===== config.mk =====
export PLATFORM = sky130hd
export DESIGN_NAME = core_clock_prescaler_lowpower_ctrl
export DESIGN_NICKNAME = d
export VERILOG_FILES = /design/src/logic/clk_ctrl_pkg.sv /design/src/logic/prescale_if.sv /design/src/logic/core_clock_prescaler_lowpower_ctrl.sv /design/src/logic/tick_div16.sv /design/src/logic/core_prescaler.sv
export VERILOG_INCLUDE_DIRS = /design/src /design/src/logic
export SDC_FILE = /design/constraint.sdc
export NUM_CORES = 1
export LEC_CHECK = 0
export CAP_MARGIN = 20
export CORE_MARGIN = 2
export CORE_UTILIZATION = 35
export DETAILED_ROUTE_END_ITERATION = 8
export DONT_BUFFER_PORTS = 1
export GPL_TIMING_DRIVEN = 1
export SLEW_MARGIN = 20
export SYNTH_ARGS = -nofsm -noshare
export SYNTH_HDL_FRONTEND = slang
export SYNTH_SLANG_ARGS = --single-unit

===== constraint.sdc =====
create_clock -name clk -period 2.6 [get_ports clk]
set_input_delay 0.78 -clock clk [delete_from_list [all_inputs] [get_ports clk]]
set_output_delay 0.78 -clock clk [all_outputs]
set_load 0.005 [all_outputs]

===== src/logic/clk_ctrl_defines.svh =====
// Register offsets, field positions and reset values of the clock control block
`ifndef CLK_CTRL_DEFINES_SVH
`define CLK_CTRL_DEFINES_SVH

// Register offsets on the register port
`define MODE_CLOCK_DIVIDE_ADDR 8'heb
`define CLOCK_LOWPOWER_CONTROL_ADDR 8'hf0

// Reset values
`define MODE_CLOCK_DIVIDE_RST 8'he0
`define CLOCK_LOWPOWER_CONTROL_RST 8'h00
`define READ_IDLE 8'h00

// mode_clock_divide fields
`define REF_EN_A_BIT 5
`define PRESCALE_HI 4
`define PRESCALE_LO 2

// clock_lowpower_control fields
`define INT_SEL_BIT 7
`define HALT_RESET_EN_BIT 3
`define ALTCLK_SEL_BIT 2
`define WFI_ALTCLK_SEL_BIT 1
`define LOWPOWER_WFI_EN_BIT 0

// PLL divider code that switches the PLL off
`define PLL_DIV_OFF 3'h7

// Prescaler and divide-by-16 counter constants
`define PRESCALE_ZERO 3'h0
`define PRESCALE_ONE 3'h1
`define DIV16_LAST 4'hf
`define DIV16_ZERO 4'h0

`endif


===== src/logic/clk_ctrl_pkg.sv =====
// Types shared by the clock control modules
`default_nettype none
package clk_ctrl_pkg;

  // Operating state of the core
  typedef enum logic [1:0] {
    ST_RUN = 2'b00,
    ST_WAIT = 2'b01,
    ST_LPWAIT = 2'b10,
    ST_HALTED = 2'b11
  } op_state_type;

  // Source currently feeding periph_clock
  typedef enum logic [2:0] {
    SRC_PLL = 3'b000,
    SRC_REF = 3'b001,
    SRC_REF16 = 3'b010,
    SRC_ALT = 3'b011,
    SRC_ALT16 = 3'b100,
    SRC_NONE = 3'b101
  } src_type;

endpackage
`default_nettype wire


===== src/logic/prescale_if.sv =====
// Link between the clock controller and the core-clock prescaler
`timescale 1ns/1ps
`default_nettype none
interface prescale_if;
  logic periph_tick;
  logic hold;
  logic [2:0] sel;
  logic core_tick;
  logic core_clock;

  modport ctrl (output periph_tick, output hold, output sel, input core_tick, input core_clock);
  modport presc (input periph_tick, input hold, input sel, output core_tick, output core_clock);
endinterface
`default_nettype wire


===== src/logic/core_clock_prescaler_lowpower_ctrl.sv =====
// Clock control: periph clock source selection, low-power wait, prescaler, registers
`timescale 1ns/1ps
`default_nettype none
`include "clk_ctrl_defines.svh"
module core_clock_prescaler_lowpower_ctrl (
  // Clock and reset
  input wire logic clk,
  input wire logic rst,
  // Register port
  input wire logic [7:0] reg_addr,
  input wire logic [7:0] reg_wdata,
  input wire logic reg_wr,
  input wire logic reg_rd,
  output logic [7:0] reg_rdata,
  // Clock source ticks, one cycle each, and the alternate clock presence level
  input wire logic osc_input_tick,
  input wire logic pll_tick,
  input wire logic alt_clock_tick,
  input wire logic alt_clock_present,
  // Loose control bits held elsewhere
  input wire logic [2:0] pll_div_field,
  input wire logic xtal_stop_en,
  input wire logic slow16_n,
  input wire logic pll_out_sel_wr,
  input wire logic pll_out_sel_wdata,
  // Core events
  input wire logic wfi_exec,
  input wire logic wake_irq,
  input wire logic halt_exec,
  input wire logic mem_wait,
  input wire logic bus_req,
  input wire logic stop_restart,
  input wire logic ext_int_n,
  // Clock outputs
  output logic periph_clock_tick,
  output logic core_clock,
  output logic core_clock_tick,
  // Status and control outputs
  output logic altclk_active,
  output logic pll_out_sel,
  output logic pll_on,
  output logic xtal_run,
  output logic soft_reset_req,
  output logic int_out_n,
  output var clk_ctrl_pkg::op_state_type op_state
);
  import clk_ctrl_pkg::*;

  prescale_if pif ();

  // Registers and operating state
  logic [7:0] mode_clock_divide_r;
  logic [7:0] mode_clock_divide_nxt;
  logic [7:0] clock_lowpower_control_r;
  logic [7:0] clock_lowpower_control_nxt;
  op_state_type state_r;
  op_state_type state_nxt;
  src_type src_r;
  src_type src_nxt;

  // Clock source selection and status flags
  logic ref_half_r;
  logic ref_half_nxt;
  logic periph_tick_r;
  logic periph_tick_nxt;
  logic alt_active_r;
  logic alt_active_nxt;
  logic pll_out_sel_r;
  logic pll_out_sel_nxt;
  logic pll_on_r;
  logic pll_on_nxt;
  logic xtal_run_r;
  logic xtal_run_nxt;

  // Reset request, interrupt and read data
  logic soft_reset_r;
  logic soft_reset_nxt;
  logic irq_n_r;
  logic irq_n_nxt;
  logic int_out_r;
  logic int_out_nxt;
  logic [7:0] rdata_r;
  logic [7:0] rdata_nxt;

  // Derived ticks and decoded conditions
  logic ref_tick;
  logic ref16_tick;
  logic alt16_tick;
  logic lp_wait;
  logic lp_enter;
  logic alt_req;
  logic slow_prev;
  logic slow_now;

  // Divide-by-16 of reference and alternate clocks
  tick_div16 #(.W(4)) u_ref16 (
    .clk(clk),
    .rst(rst),
    .tick_in(ref_tick),
    .tick_out(ref16_tick)
  );

  tick_div16 #(.W(4)) u_alt16 (
    .clk(clk),
    .rst(rst),
    .tick_in(alt_clock_tick),
    .tick_out(alt16_tick)
  );

  core_prescaler u_presc (
    .clk(clk),
    .rst(rst),
    .pif(pif.presc)
  );

  // Reference clock: oscillator input optionally halved
  assign ref_tick = mode_clock_divide_r[`REF_EN_A_BIT] ?
    (osc_input_tick && ref_half_r) : osc_input_tick;
  assign lp_wait = (state_r == ST_LPWAIT);
  assign lp_enter = (state_r == ST_RUN) && wfi_exec && !halt_exec &&
    clock_lowpower_control_r[`LOWPOWER_WFI_EN_BIT];
  assign alt_req = clock_lowpower_control_r[`ALTCLK_SEL_BIT] ||
    (lp_wait && clock_lowpower_control_r[`WFI_ALTCLK_SEL_BIT]);
  assign slow_prev = (src_r == SRC_ALT) || (src_r == SRC_ALT16) || (src_r == SRC_REF16);
  assign slow_now = (src_nxt == SRC_ALT) || (src_nxt == SRC_ALT16) || (src_nxt == SRC_REF16);

  // Prescaler link: periph tick, hold and divide setting
  assign pif.periph_tick = periph_tick_r;
  assign pif.hold = mem_wait || bus_req || (state_r != ST_RUN);
  assign pif.sel = mode_clock_divide_r[`PRESCALE_HI:`PRESCALE_LO];

  // Operating state: wait, low-power wait, halt
  always_comb begin
    state_nxt = state_r;
    soft_reset_nxt = 1'b0;
    unique case (state_r)
      ST_RUN: begin
        if (halt_exec) begin
          if (clock_lowpower_control_r[`HALT_RESET_EN_BIT]) begin
            soft_reset_nxt = 1'b1;
          end else begin
            state_nxt = ST_HALTED;
          end
        end else if (wfi_exec) begin
          state_nxt = clock_lowpower_control_r[`LOWPOWER_WFI_EN_BIT] ? ST_LPWAIT : ST_WAIT;
        end
      end
      ST_WAIT, ST_LPWAIT: begin
        if (wake_irq) begin
          state_nxt = ST_RUN;
        end
      end
      // Only a reset leaves halt
      ST_HALTED: state_nxt = ST_HALTED;
    endcase
  end

  // Register writes; the wait-time alternate request latches the select bit
  always_comb begin
    mode_clock_divide_nxt = mode_clock_divide_r;
    clock_lowpower_control_nxt = clock_lowpower_control_r;
    rdata_nxt = `READ_IDLE;
    if (reg_wr && reg_addr == `MODE_CLOCK_DIVIDE_ADDR) begin
      mode_clock_divide_nxt = reg_wdata;
    end
    if (reg_wr && reg_addr == `CLOCK_LOWPOWER_CONTROL_ADDR) begin
      clock_lowpower_control_nxt = reg_wdata;
    end
    // Hardware set wins over a same-cycle software clear
    if (lp_wait && clock_lowpower_control_r[`WFI_ALTCLK_SEL_BIT] && alt_active_r) begin
      clock_lowpower_control_nxt[`ALTCLK_SEL_BIT] = 1'b1;
    end
    // Read data stands one cycle, zero when idle or unmapped
    if (reg_rd && reg_addr == `MODE_CLOCK_DIVIDE_ADDR) begin
      rdata_nxt = mode_clock_divide_r;
    end else if (reg_rd && reg_addr == `CLOCK_LOWPOWER_CONTROL_ADDR) begin
      rdata_nxt = clock_lowpower_control_r;
    end
  end

  // Source selection, PLL, crystal and select flag
  always_comb begin
    // Halving phase toggles on each oscillator tick
    ref_half_nxt = osc_input_tick ? !ref_half_r : ref_half_r;
    // Switch refused without a real alternate clock
    alt_active_nxt = alt_req && alt_clock_present && (state_r != ST_HALTED);
    if (state_r == ST_HALTED) begin
      src_nxt = SRC_NONE;
    end else if (lp_wait) begin
      // Divide-by-16 inside low-power wait; slow16_n low also picks SRC_REF16 outside it when the alternate clock is not active
      src_nxt = alt_active_r ? SRC_ALT16 : SRC_REF16;
    end else if (alt_active_r) begin
      src_nxt = SRC_ALT;
    end else if (!slow16_n) begin
      src_nxt = SRC_REF16;
    end else if (pll_out_sel_r) begin
      src_nxt = SRC_PLL;
    end else begin
      src_nxt = SRC_REF;
    end
    // Tick of the source chosen last cycle, so a switch never splits a tick
    unique case (src_r)
      SRC_PLL: periph_tick_nxt = pll_tick;
      SRC_REF: periph_tick_nxt = ref_tick;
      SRC_REF16: periph_tick_nxt = ref16_tick;
      SRC_ALT: periph_tick_nxt = alt_clock_tick;
      SRC_ALT16: periph_tick_nxt = alt16_tick;
      default: periph_tick_nxt = 1'b0;
    endcase
    // Crystal stops in halt, otherwise only when the alternate clock is really running
    xtal_run_nxt = !((state_r == ST_HALTED) ||
      (xtal_stop_en && alt_active_r) ||
      (lp_wait && clock_lowpower_control_r[`WFI_ALTCLK_SEL_BIT] && alt_active_r));
    // PLL off for the off code, slow mode, low-power wait and halt
    pll_on_nxt = (pll_div_field != `PLL_DIV_OFF) && slow16_n && !lp_wait &&
      (state_r != ST_HALTED);
    pll_out_sel_nxt = pll_out_sel_wr ? pll_out_sel_wdata : pll_out_sel_r;
    // Stops an unlocked PLL from driving the system clock
    if ((pll_div_field == `PLL_DIV_OFF) || !xtal_run_r || lp_enter || lp_wait || !slow16_n) begin
      pll_out_sel_nxt = 1'b0;
    end
  end

  // Clock-unit interrupt: one low cycle per event, then routed by the source bit
  always_comb begin
    irq_n_nxt = !((slow_prev != slow_now) || stop_restart);
    int_out_nxt = clock_lowpower_control_r[`INT_SEL_BIT] ? irq_n_r : ext_int_n;
  end

  // All control state registers
  always_ff @(posedge clk or posedge rst) begin
    if (rst) begin
      mode_clock_divide_r <= `MODE_CLOCK_DIVIDE_RST;
      clock_lowpower_control_r <= `CLOCK_LOWPOWER_CONTROL_RST;
      state_r <= ST_RUN;
      src_r <= SRC_REF;
      ref_half_r <= 1'b0;
      periph_tick_r <= 1'b0;
      alt_active_r <= 1'b0;
      pll_out_sel_r <= 1'b0;
      pll_on_r <= 1'b0;
      xtal_run_r <= 1'b1;
      soft_reset_r <= 1'b0;
      irq_n_r <= 1'b1;
      int_out_r <= 1'b1;
      rdata_r <= `READ_IDLE;
    end else begin
      mode_clock_divide_r <= mode_clock_divide_nxt;
      clock_lowpower_control_r <= clock_lowpower_control_nxt;
      state_r <= state_nxt;
      src_r <= src_nxt;
      ref_half_r <= ref_half_nxt;
      periph_tick_r <= periph_tick_nxt;
      alt_active_r <= alt_active_nxt;
      pll_out_sel_r <= pll_out_sel_nxt;
      pll_on_r <= pll_on_nxt;
      xtal_run_r <= xtal_run_nxt;
      soft_reset_r <= soft_reset_nxt;
      irq_n_r <= irq_n_nxt;
      int_out_r <= int_out_nxt;
      rdata_r <= rdata_nxt;
    end
  end

  // Outputs straight from flip-flops
  assign reg_rdata = rdata_r;
  assign periph_clock_tick = periph_tick_r;
  assign core_clock = pif.core_clock;
  assign core_clock_tick = pif.core_tick;
  assign altclk_active = alt_active_r;
  assign pll_out_sel = pll_out_sel_r;
  assign pll_on = pll_on_r;
  assign xtal_run = xtal_run_r;
  assign soft_reset_req = soft_reset_r;
  assign int_out_n = int_out_r;
  assign op_state = state_r;
endmodule
`default_nettype wire


===== src/logic/tick_div16.sv =====
// Divides a tick stream by a power of two, emitting one tick per wrap
`timescale 1ns/1ps
`default_nettype none
`include "clk_ctrl_defines.svh"
module tick_div16 #(
  parameter int W = 4
) (
  // Clock and reset
  input wire logic clk,
  input wire logic rst,
  // Tick in and divided tick out
  input wire logic tick_in,
  output logic tick_out
);
  logic [W-1:0] cnt_r;
  logic [W-1:0] cnt_nxt;
  logic tick_nxt;

  // Count input ticks, pulse on the last one of each group
  always_comb begin
    cnt_nxt = cnt_r;
    tick_nxt = 1'b0;
    if (tick_in) begin
      cnt_nxt = cnt_r + {{(W-1){1'b0}}, 1'b1};
      tick_nxt = (cnt_r == {W{1'b1}});
    end
  end

  // Counter and output pulse registers
  always_ff @(posedge clk or posedge rst) begin
    if (rst) begin
      cnt_r <= '0;
      tick_out <= 1'b0;
    end else begin
      cnt_r <= cnt_nxt;
      tick_out <= tick_nxt;
    end
  end
endmodule
`default_nettype wire


===== src/logic/core_prescaler.sv =====
// Core-clock prescaler: one low phase per output period, high phase stretched
`timescale 1ns/1ps
`default_nettype none
`include "clk_ctrl_defines.svh"
module core_prescaler (
  // Clock and reset
  input wire logic clk,
  input wire logic rst,
  // Controller side
  prescale_if.presc pif
);
  logic [2:0] cnt_r;
  logic [2:0] cnt_nxt;
  logic [2:0] div_r;
  logic [2:0] div_nxt;
  logic tick_r;
  logic tick_nxt;
  logic low_r;
  logic low_nxt;
  logic high_r;
  logic high_nxt;

  // Advance only on periph ticks and never while held, so the clock idles high
  always_comb begin
    cnt_nxt = cnt_r;
    div_nxt = div_r;
    tick_nxt = 1'b0;
    low_nxt = 1'b0;
    if (pif.periph_tick && !pif.hold) begin
      if (cnt_r == div_r) begin
        cnt_nxt = `PRESCALE_ZERO;
        tick_nxt = 1'b1;
        div_nxt = pif.sel;
        // Next period of one cycle goes low at once
        low_nxt = (pif.sel == `PRESCALE_ZERO);
      end else begin
        cnt_nxt = cnt_r + `PRESCALE_ONE;
        // Low only in the last periph cycle of the period
        low_nxt = ((cnt_r + `PRESCALE_ONE) == div_r);
      end
    end else if (pif.periph_tick) begin
      low_nxt = 1'b0;
    end else begin
      low_nxt = low_r && !pif.hold;
    end
    // Registered level keeps the core clock output free of gate glitches
    high_nxt = !low_nxt;
  end

  // State registers; the core clock level resets high
  always_ff @(posedge clk or posedge rst) begin
    if (rst) begin
      cnt_r <= `PRESCALE_ZERO;
      div_r <= `PRESCALE_ZERO;
      tick_r <= 1'b0;
      low_r <= 1'b0;
      high_r <= 1'b1;
    end else begin
      cnt_r <= cnt_nxt;
      div_r <= div_nxt;
      tick_r <= tick_nxt;
      low_r <= low_nxt;
      high_r <= high_nxt;
    end
  end

  assign pif.core_tick = tick_r;
  assign pif.core_clock = high_r;
endmodule
`default_nettype wire


Word level (Yosys, flattened, before mapping). Cells that the tools add are included.

Output and inout port bits: 19. Bits in read-only memories: 0. Bits in latches: 0. Input port bits: 38. Memories: 0. Memory bits (writable): 0. Logic and storage cells: 132. Flip-flop bits (word level): 57.

Shifts and indexed selects: 0. Reductions and logical operators: 50. $add $sub $neg: 3. Magnitude comparators: 0. Bitwise operators: 0. Div/mod/pow operators: 0. Mux-type cells: 32. $mul: 0. Eq/ne operators: 23.

Operators by type and width (number): 1-bit logical AND (18); 8-bit == test, second input constant (2); 1-bit 2-to-1 mux (16); 8-bit 2-to-1 mux (2); 3-bit 2-to-1 mux (5); 1-bit logical OR (14); 2-bit 2-to-1 mux (7); 3-bit by 2-bit == test with 1-bit output, second input constant (4); 3-bit == test, second input constant (3); 1-bit logical NOT (9); 3-bit != test, second input constant (3); 4-bit by 1-bit adder with 4-bit output, second input constant (2); 4-bit == test, second input constant (2); 3-bit == test (2); 3-bit logical NOT (2); 2-bit one-hot mux with 3 select lines (1); 2-bit nonzero test (3); 1-bit one-hot mux with 5 select lines (1); 2-bit == test, second input constant (2); 2-bit != test, second input constant (2); 3-bit by 1-bit adder with 3-bit output, second input constant (1); 3-bit by 1-bit == test with 1-bit output, second input constant (1); 3-bit AND reduction (1); 2-bit by 1-bit == test with 1-bit output, second input constant (1); other kinds (4) (4).

Depth between registers and ports, before layout. Gate-level depths: netlist (run 1).

Depth in word-level cells: 11. Mapped depth: 6. Gate-level depth less buffers: 6.

Hierarchy. Synthesis (run 1) repeated with hierarchy kept, for this count alone.

Cells, all modules: 200. Area, all modules: 2562.5 um2.

Modules (own cells, without submodules): core_clock_prescaler_lowpower_ctrl (cells each 134, instances 1, area each 1682.9 um2, sequential area each 959.7 um2); core_prescaler (cells each 38, instances 1, area each 469.2 um2, sequential area each 226.5 um2); tick_div16 (cells each 14, instances 2, area each 205.2 um2, sequential area each 125.1 um2).

Worst setup path after synthesis (run 1). No wires, ideal clock.

Path kind: input to register. From: input port reg_addr[1]. To: register clock_lowpower_control_r[0]. Required time: 2475 ps. Setup time: 125 ps. Buffers on the path: 0. Data arrival time: 1733 ps. Path slack: 742 ps. Cell stages on the path: 3. Path through: nor4b_4 nand3_4 mux2_2.

Word-level cells in the longest chain between the ends: 2.

Ends and longest elaborated chain: from (decl) (RTL line core_clock_prescaler_lowpower_ctrl.sv:10) `input wire logic [7:0] reg_addr,`; 8-bit == test (no source line); 1-bit logical AND (no source line); to (signal assigned) (RTL line core_clock_prescaler_lowpower_ctrl.sv:234) `` clock_lowpower_control_r <= `CLOCK_LOWPOWER_CONTROL_RST; ``; to (signal assigned) (RTL line core_clock_prescaler_lowpower_ctrl.sv:249) `clock_lowpower_control_r <= clock_lowpower_control_nxt;`; to (decl) (RTL line core_clock_prescaler_lowpower_ctrl.sv:54) `logic [7:0] clock_lowpower_control_r;`.

Every way passes these cells. A chain may end at the register's enable or synchronous reset.

Worst setup path after layout (run 1).
From: register state_r[1] (netlist: op_state[1]). To: register u_presc.div_r[2].

Word-level cells in the longest chain between the ends: 5.

Ends and longest elaborated chain: from (decl) (RTL line core_clock_prescaler_lowpower_ctrl.sv:56) `op_state_type state_r;`; from (signal assigned) (RTL line core_clock_prescaler_lowpower_ctrl.sv:250) `state_r <= state_nxt;`; 2-bit nonzero test (RTL line core_clock_prescaler_lowpower_ctrl.sv:129) `assign pif.hold = mem_wait || bus_req || (state_r != ST_RUN);`; 1-bit logical OR (RTL line core_clock_prescaler_lowpower_ctrl.sv:129); 1-bit logical NOT (RTL line core_prescaler.sv:29) `if (pif.periph_tick && !pif.hold) begin`; 1-bit logical AND (RTL line core_prescaler.sv:29); 2-bit AND reduction (no source line); to (signal assigned) (RTL line core_prescaler.sv:54) `` div_r <= `PRESCALE_ZERO; ``; to (signal assigned) (RTL line core_prescaler.sv:60) `div_r <= div_nxt;`; to (decl) (RTL line core_prescaler.sv:14) `logic [2:0] div_r;`.

Every way passes these cells.

==> results of run 1 <==
==> cell type report <==
| class | count | area share |
|---|---|---|
| Inverter | 7 | 0.00924 |
| Clock buffer | 11 | 0.0497 |
| Timing Repair Buffer | 3 | 0.00792 |
| Sequential cell | 57 | 0.505 |
| Tap cell | 96 | 0.0422 |
| Clock inverter | 5 | 0.0282 |
| Multi-Input combinational cell | 128 | 0.358 |
==> how the worst min path moves through the flow <==
stage / start / endpoint / slack, ns / cells past startpoint
2_1_floorplan: ref_half_r / ref_half_r / 0.44 / 1
3_3_place_gp: ref_half_r / ref_half_r / 0.45 / 1
3_5_place_dp: ref_half_r / ref_half_r / 0.46 / 1
4_1_cts: rst / clock_lowpower_control_r[5] / 0.37 / 1
5_1_grt: rst / reg_rdata[5] / 0.38 / 1
6_report: rst / u_ref16.cnt_r[3] / 0.37 / 1
==> layer usage <==
layer  wire length (µm)  vias to the layer above  GRT usage
met4                 35                        0     0.0317
met1               2010                      770      0.159
met5                  0                        -          0
met3                338                        4     0.0746
li1                   -                      729          -
met2               2380                       43      0.212
==> power breakdown <==
group | switching, mW | total, mW | internal (mW)
Combinational | 0.256 | 0.504 | 0.248
Sequential | 0.168 | 1.25 | 1.08
Clock | 0.341 | 0.905 | 0.564
Total | 0.764 | 2.66 | 1.89
==> worst max-delay path, cell delays in order (launching register included) <==
cell and delay [ns]:
dfrtp_1 0.46, inv_1 0.10, ha_1 0.26, nor3b_1 0.47
nand3_1 0.29, mux2_2 0.34
==> through the flow <==
stage	power, mW	cell area, µm²	setup slack, ns
after CTS	2.70	2840	0.552
after global placement	1.75	2620	0.663
after floorplan	1.63	2480	0.434
after detailed placement	1.78	2620	0.584
after global routing	2.84	2840	0.411
final	2.66	2840	0.548
==> sequential cells by signal (all words and copies together), names as in the netlist, 2 cells and up <==
signal                    cells
op_state                      2
reg_rdata                     8
mode_clock_divide_r           8
u_presc.div_r                 3
u_alt16.cnt_r                 4
clock_lowpower_control_r      8
u_ref16.cnt_r                 4
src_r                         3
u_presc.cnt_r                 3
==> cells in the final DEF (no fill, tap or decap), types with 2 or more instances in the layout <==
master	count
a21o_1	3
a21oi_1	5
a22oi_1	8
and3_1	2
and4b_1	2
buf_4	3
bufinv_16	2
clkbuf_8	10
clkinvlp_4	2
dfrtp_1	49
dfstp_2	8
ha_1	6
inv_1	6
mux2_2	21
mux2i_1	5
nand2_1	9
nand2b_1	4
nand3_1	3
nand4_1	2
nor2_1	13
nor3_1	2
nor3b_1	4
o21ai_0	5
o221ai_1	3
or3_1	2
xnor2_1	6
xor2_1	6
==> kinds of logic after synthesis <==
kind of cell,synth area share
compound gates,0.0932
xor+xnor,0.0423
fa+ha+maj,0.0302
buf+inv,0.0126
flops,0.578
mux,0.115
simple gates,0.128
==> results.md, run 1 <==
* Outcome: completed
* Critical Path Start Type: flip-flop
* Clock root cell: clkbuf_8
* Synth area leaders: dfrtp_1 49%, mux2_2 9.5%, dfstp_2 8.5%
* Sequential share of the synthesized area at 0.578
* Syn Nets at 237
* Critical path class: reg2reg
* TritonCTS clock tree: done
* Dpl hpwl at 3570 µm
* First-pass GRT wire length at 7610 µm
* CTS sink cnt at 57
* R2r setup slk at 0.55 ns
* Setup TNS at 0 ns
* Initial antenna violation count at 0
* Crit-path max FO at 7
* Worst Path Required at 2.81 ns
* Register Area at 1440 µm²
* 1st-pass router iterations at 4
* Area of the multi-input gates at 1020 µm²
* Port Buffers at 0
* DIE AREA at 7790 µm²
* WL/cell at 15.5 µm
* Pwr/cell area at 934 nW/µm²
* Most frequent cell after synthesis: dfrtp_1
* Post-route core utilization at 0.416
* Drt first-iter violations at 74
* Num CTS Buffers at 9
* Number of flops mapped to enable cells by yosys at 0
* Layout cell share with drive strength beyond 1 at 0.256
* CTS Hold Bufs at 0
* Synthesized instance count at 193
* Final Skew at 0.00651 ns
* Reg2reg end: u_presc.div_r[2]
* VDD IR-drop max at 0.484 mV
* Avg Synthesized Cell Area at 12.9 µm²
* Tmin final at 2.05 ns
* Congestion Overflow GR at 0
* Post-synth top cells: 49 x dfrtp_1, 21 x mux2_2, 13 x nor2_1
* Critical path origin: op_state[1]
* Via density at 5.04
* Initial core utilization at 0.364
* Final wirelength at 4770 µm
* Final std cells w/o fill at 307
* Max H-tree Level at 3
* Clk buf depth at 2
* Inserted Diodes at 0
* Cell taking the most area after synthesis: dfrtp_1
* Post-synth cell types at 41
* Crit path to: u_presc.div_r[2]
* Chip Height at 88.3 µm
* Final hold vios at 0
* Max Slew Vio Count at 0
* Ys flop type: dfrtp_1
* Synth top area share at 0.493
* Synthesized area at 2480 µm²
* Final layout net count at 250
* Post-cts gate resize count at 0
* Post CTS Setup Buffer Count at 0
* Final hold slack at 0.369 ns
* Data arrival, critical path at 2.26 ns
* Die W at 88.3 µm
* Worst r2r path cells at 5
* Num ports at 57
* Max Cap Viol at 0
* Via count at 1546
* Core Region at 6830 µm²
* Cells after DPL at 291
* Remaining DRCs at 0
* Slew of the pin with the lowest slew margin at 0.519 ns
* Period Utilization, post-route at 0.789
* Synthesized flop and latch total at 57
* Hold/Removal Path Class: in2async
* Fill count at 667
* Setup violators final at 0
* Number of global-route vias before repair at 1556
* Rel. slew slack at 0.654
* Final RePlAce weighted congestion at 0.828
* Pleak at 1.31 nW
* Worst skew pair latency at 0.33 ns
* Pin count of the biggest net entering global routing at 25
* Ys async rst share at 1.00
* Critical path capture point type: flip-flop
* Clock slew at reported path FFs at 0.07 ns
* RSZ-0062 raised after global routing: false
* Remaining antenna violation count at 0
* FP Rows at 30
* Area growth syn-to-layout at 14.5%
* FMAX at 0.487 GHz
* Total GRT Usage at 0.133
* Ys Warns at 0
* FF-to-FF Start: op_state[1]
Power figures use the tool's default switching activity.
==> run 2, diff against run 1 <==
==> constraint.sdc (replaced) <==
create_clock -name clk -period 2.1 [get_ports clk]
set_input_delay 0.63 -clock clk [delete_from_list [all_inputs] [get_ports clk]]
set_output_delay 0.63 -clock clk [all_outputs]
set_load 0.005 [all_outputs]
==> run 2 against run 1 <==
Global-route usage increased by 0.49 points; non-clock buffer count increased by 1; register-to-register slack got worse by 0.23 ns; via count about the same; final area decreased by 1.4%; critical endpoint is now u_presc.cnt_r[2]; critical path depth increased by 2; count of clock-buffer cells in the layout increased by 4; cell count increased by 0.33%; largest cell class unchanged; maximum frequency increased by 15%; combinational power increased by 25%; highest routed layer unchanged.
==> results.md, run 2 (synthesis gave the netlist of run 1 again) <==
* Num CTS Buffers at 9 (unchanged)
* FF-to-FF Start: op_state[0]
* Dpl ws at 0.318 ns (-0.266 ns)
* VDD IR-drop max at 0.334 mV (-31%)
* Remaining DRCs at 0 (unchanged)
* Inserted Diodes at 0 (unchanged)
* Period Utilization, post-route at 0.849 (+0.0600)
* Combinational power share at 0.207 (+0.017)
* FMAX at 0.561 GHz (+15%)
* Post CTS Setup Buffer Count at 0 (unchanged)
* Drt first-iter violations at 66 (-11%)
* Final Skew at 0.00897 ns (+0.00246 ns)
* Dpl hpwl at 3440 µm (-3.8%)
* Via density at 5.02 (-0.39%)
* Data arrival, critical path at 2.01 ns (-0.25 ns)
* Clock root cell: clkbuf_8
* Num ports at 57 (unchanged)
* Reg2reg end: u_presc.cnt_r[2]
* Number of global-route vias before repair at 1549 (-0.45%)
* Crit path buf inv count at 2 (+1)
* Core Region at 6830 µm² (unchanged)
* Chip Height at 88.3 µm (unchanged)
* Total GRT Usage at 0.138 (+0.00488)
* Critical Path Start Type: flip-flop
* Clock Power Share at 0.285 (-0.056)
* Die W at 88.3 µm (unchanged)
* Initial core utilization at 0.364 (unchanged)
* 1st-pass router iterations at 4 (unchanged)
* Area growth syn-to-layout at 12.8%
* Pwr/cell area at 1080 nW/µm² (+16%)
* Switching share of power at 0.303 (+0.0149)
* Fill count at 682 (+2.2%)
* Flop pwr share at 0.508 (+0.039)
* Congestion Overflow GR at 0 (unchanged)
* Pin count of the biggest net entering global routing at 58 (+130%)
* Remaining antenna violation count at 0 (unchanged)
* R2r setup slk at 0.32 ns (-0.23 ns)
* Final layout net count at 251 (+0.40%)
* Post-route core utilization at 0.410 (-0.00586)
* Cell family with most CP delay: flip-flops
* Final setup margin at 0.316 ns (-0.231 ns)
* Slew of the pin with the lowest slew margin at 0.481 ns (-0.0381 ns)
* Critical path capture point type: flip-flop
* Worst r2r path cells at 7 (+2)
* Max Slew Vio Count at 0 (unchanged)
* DIE AREA at 7790 µm² (unchanged)
* CTS Hold Bufs at 0 (unchanged)
* Clock slew at reported path FFs at 0.07 ns (about the same)
* Layout cell share with drive strength beyond 1 at 0.241 (-0.0154)
* Via count at 1545 (-0.065%)
* Max H-tree Level at 3 (unchanged)
* WL/cell at 15.5 µm (-0.16%)
* Rel. slew slack at 0.679 (+0.0252)
* TritonCTS clock tree: done
* Clk buf depth at 2 (unchanged)
* Most frequent cells in the layout: 49 x dfrtp_1, 21 x mux2_2, 13 x nor2_1, 10 x clkbuf_8, 9 x nand2_1
* Critical path class: reg2reg
* Port Buffers at 0 (unchanged)
* Worst skew pair latency at 0.34 ns (about the same)
* Post-cts gate resize count at 0 (unchanged)
* Internal power at 2.11 mW (+12%)
* Initial antenna violation count at 0 (unchanged)
* First-pass GRT wire length at 7770 µm (+2.1%)
* Crit-path cells: inv_1, ha_1, nor3b_1, buf_4, nand2_1, o21bai_1, a21o_1
* Final hold vios at 0 (unchanged)
* Switching pwr at 0.917 mW (+20%)
* Outcome: completed
* Worst path slowest cell: dfrtp_1
* Final RePlAce weighted congestion at 0.783 (-5.4%)
* FP Rows at 30 (unchanged)
* Crit-path max FO at 7 (unchanged)
* CTS sink cnt at 57 (unchanged)
* Worst Path Required at 2.33 ns (-0.48 ns)
* CP peak stage delay at 0.43 ns (-0.04 ns)
* Pleak at 1.30 nW (-1.0%)
* Tmin final at 1.78 ns (-0.269 ns)
* Setup violators final at 0 (unchanged)
* Hold/Removal Path Class: in2async
* RSZ-0062 raised after global routing: false
* Max Cap Viol at 0 (unchanged)
* Setup TNS at 0 ns (unchanged)
* Final wirelength at 4770 µm (+0.17%)
* Commonest non-fill, non-tap cell in the layout: dfrtp_1
* PnR Total Power at 3.03 mW (+14%)
## run 2: cell count changes in the layout (fill, tap and decap cells not counted)
cell | previous run | this run
clkbuf_1 | 1 | 5
clkinvlp_4 | 2 | 0
buf_12 | 0 | 1
bufinv_16 | 2 | 0
## run 2: layer usage
layer  GRT usage  vias to the layer above  wire (µm)
met5           0                        -          0
met4      0.0785                        0        114
met3      0.0672                        9        368
met2       0.200                       39       2240
met1       0.168                      768       2050
li1            -                      729          -
## run 2: how the worst max path moves through the flow
| stage | startpoint | to | slack (ns) | depth (start not counted) |
|---|---|---|---|---|
| detailed placement | op_state[0] | u_presc.cnt_r[2] | 0.32 | 7 |
| finish | op_state[0] | u_presc.cnt_r[2] | 0.32 | 7 |
| CTS | op_state[0] | u_presc.cnt_r[2] | 0.30 | 7 |
| global placement | op_state[0] | u_presc.div_r[0] | 0.35 | 6 |
| global route | op_state[0] | u_presc.div_r[2] | 0.15 | 6 |
| floorplan | rst | altclk_active | 0.08 | 1 |
## run 2: power groups by stage
stage | Sequential (mW) | Combinational (mW) | Clock, mW
3_5_place_dp | 1.56 | 0.634 | 0
3_3_place_gp | 1.56 | 0.619 | 0
6_report | 1.54 | 0.628 | 0.864
4_1_cts | 1.54 | 0.641 | 0.898
2_1_floorplan | 1.50 | 0.521 | 0
5_1_grt | 1.57 | 0.726 | 0.950
## run 2: cell type report
cell class | instances | area (µm²) | area share
timing repair buffer | 4 | 42.5 | 0.0152
sequential | 57 | 1440 | 0.512
clock inverter | 1 | 5.00 | 0.00178
multi-input combinational | 128 | 1020 | 0.363
clock buffer | 15 | 156 | 0.0558
tap | 96 | 120 | 0.0428
inverter | 7 | 26.3 | 0.00937
## run 2: worst reg2reg max path, cell delays in order (launching register included)
cell,delay [ns]
dfrtp_1,0.43
inv_1,0.12
ha_1,0.26
nor3b_1,0.22
buf_4,0.16
nand2_1,0.12
o21bai_1,0.20
a21o_1,0.18
## run 2: per-stage QoR
stage,hold slack (ns),cells,instance area [µm²]
final,0.217,308,2800
after global routing,0.226,308,2800
after CTS,0.227,308,2800
after detailed placement,0.454,292,2640
after global placement,0.453,292,2640
after floorplan,0.438,193,2480
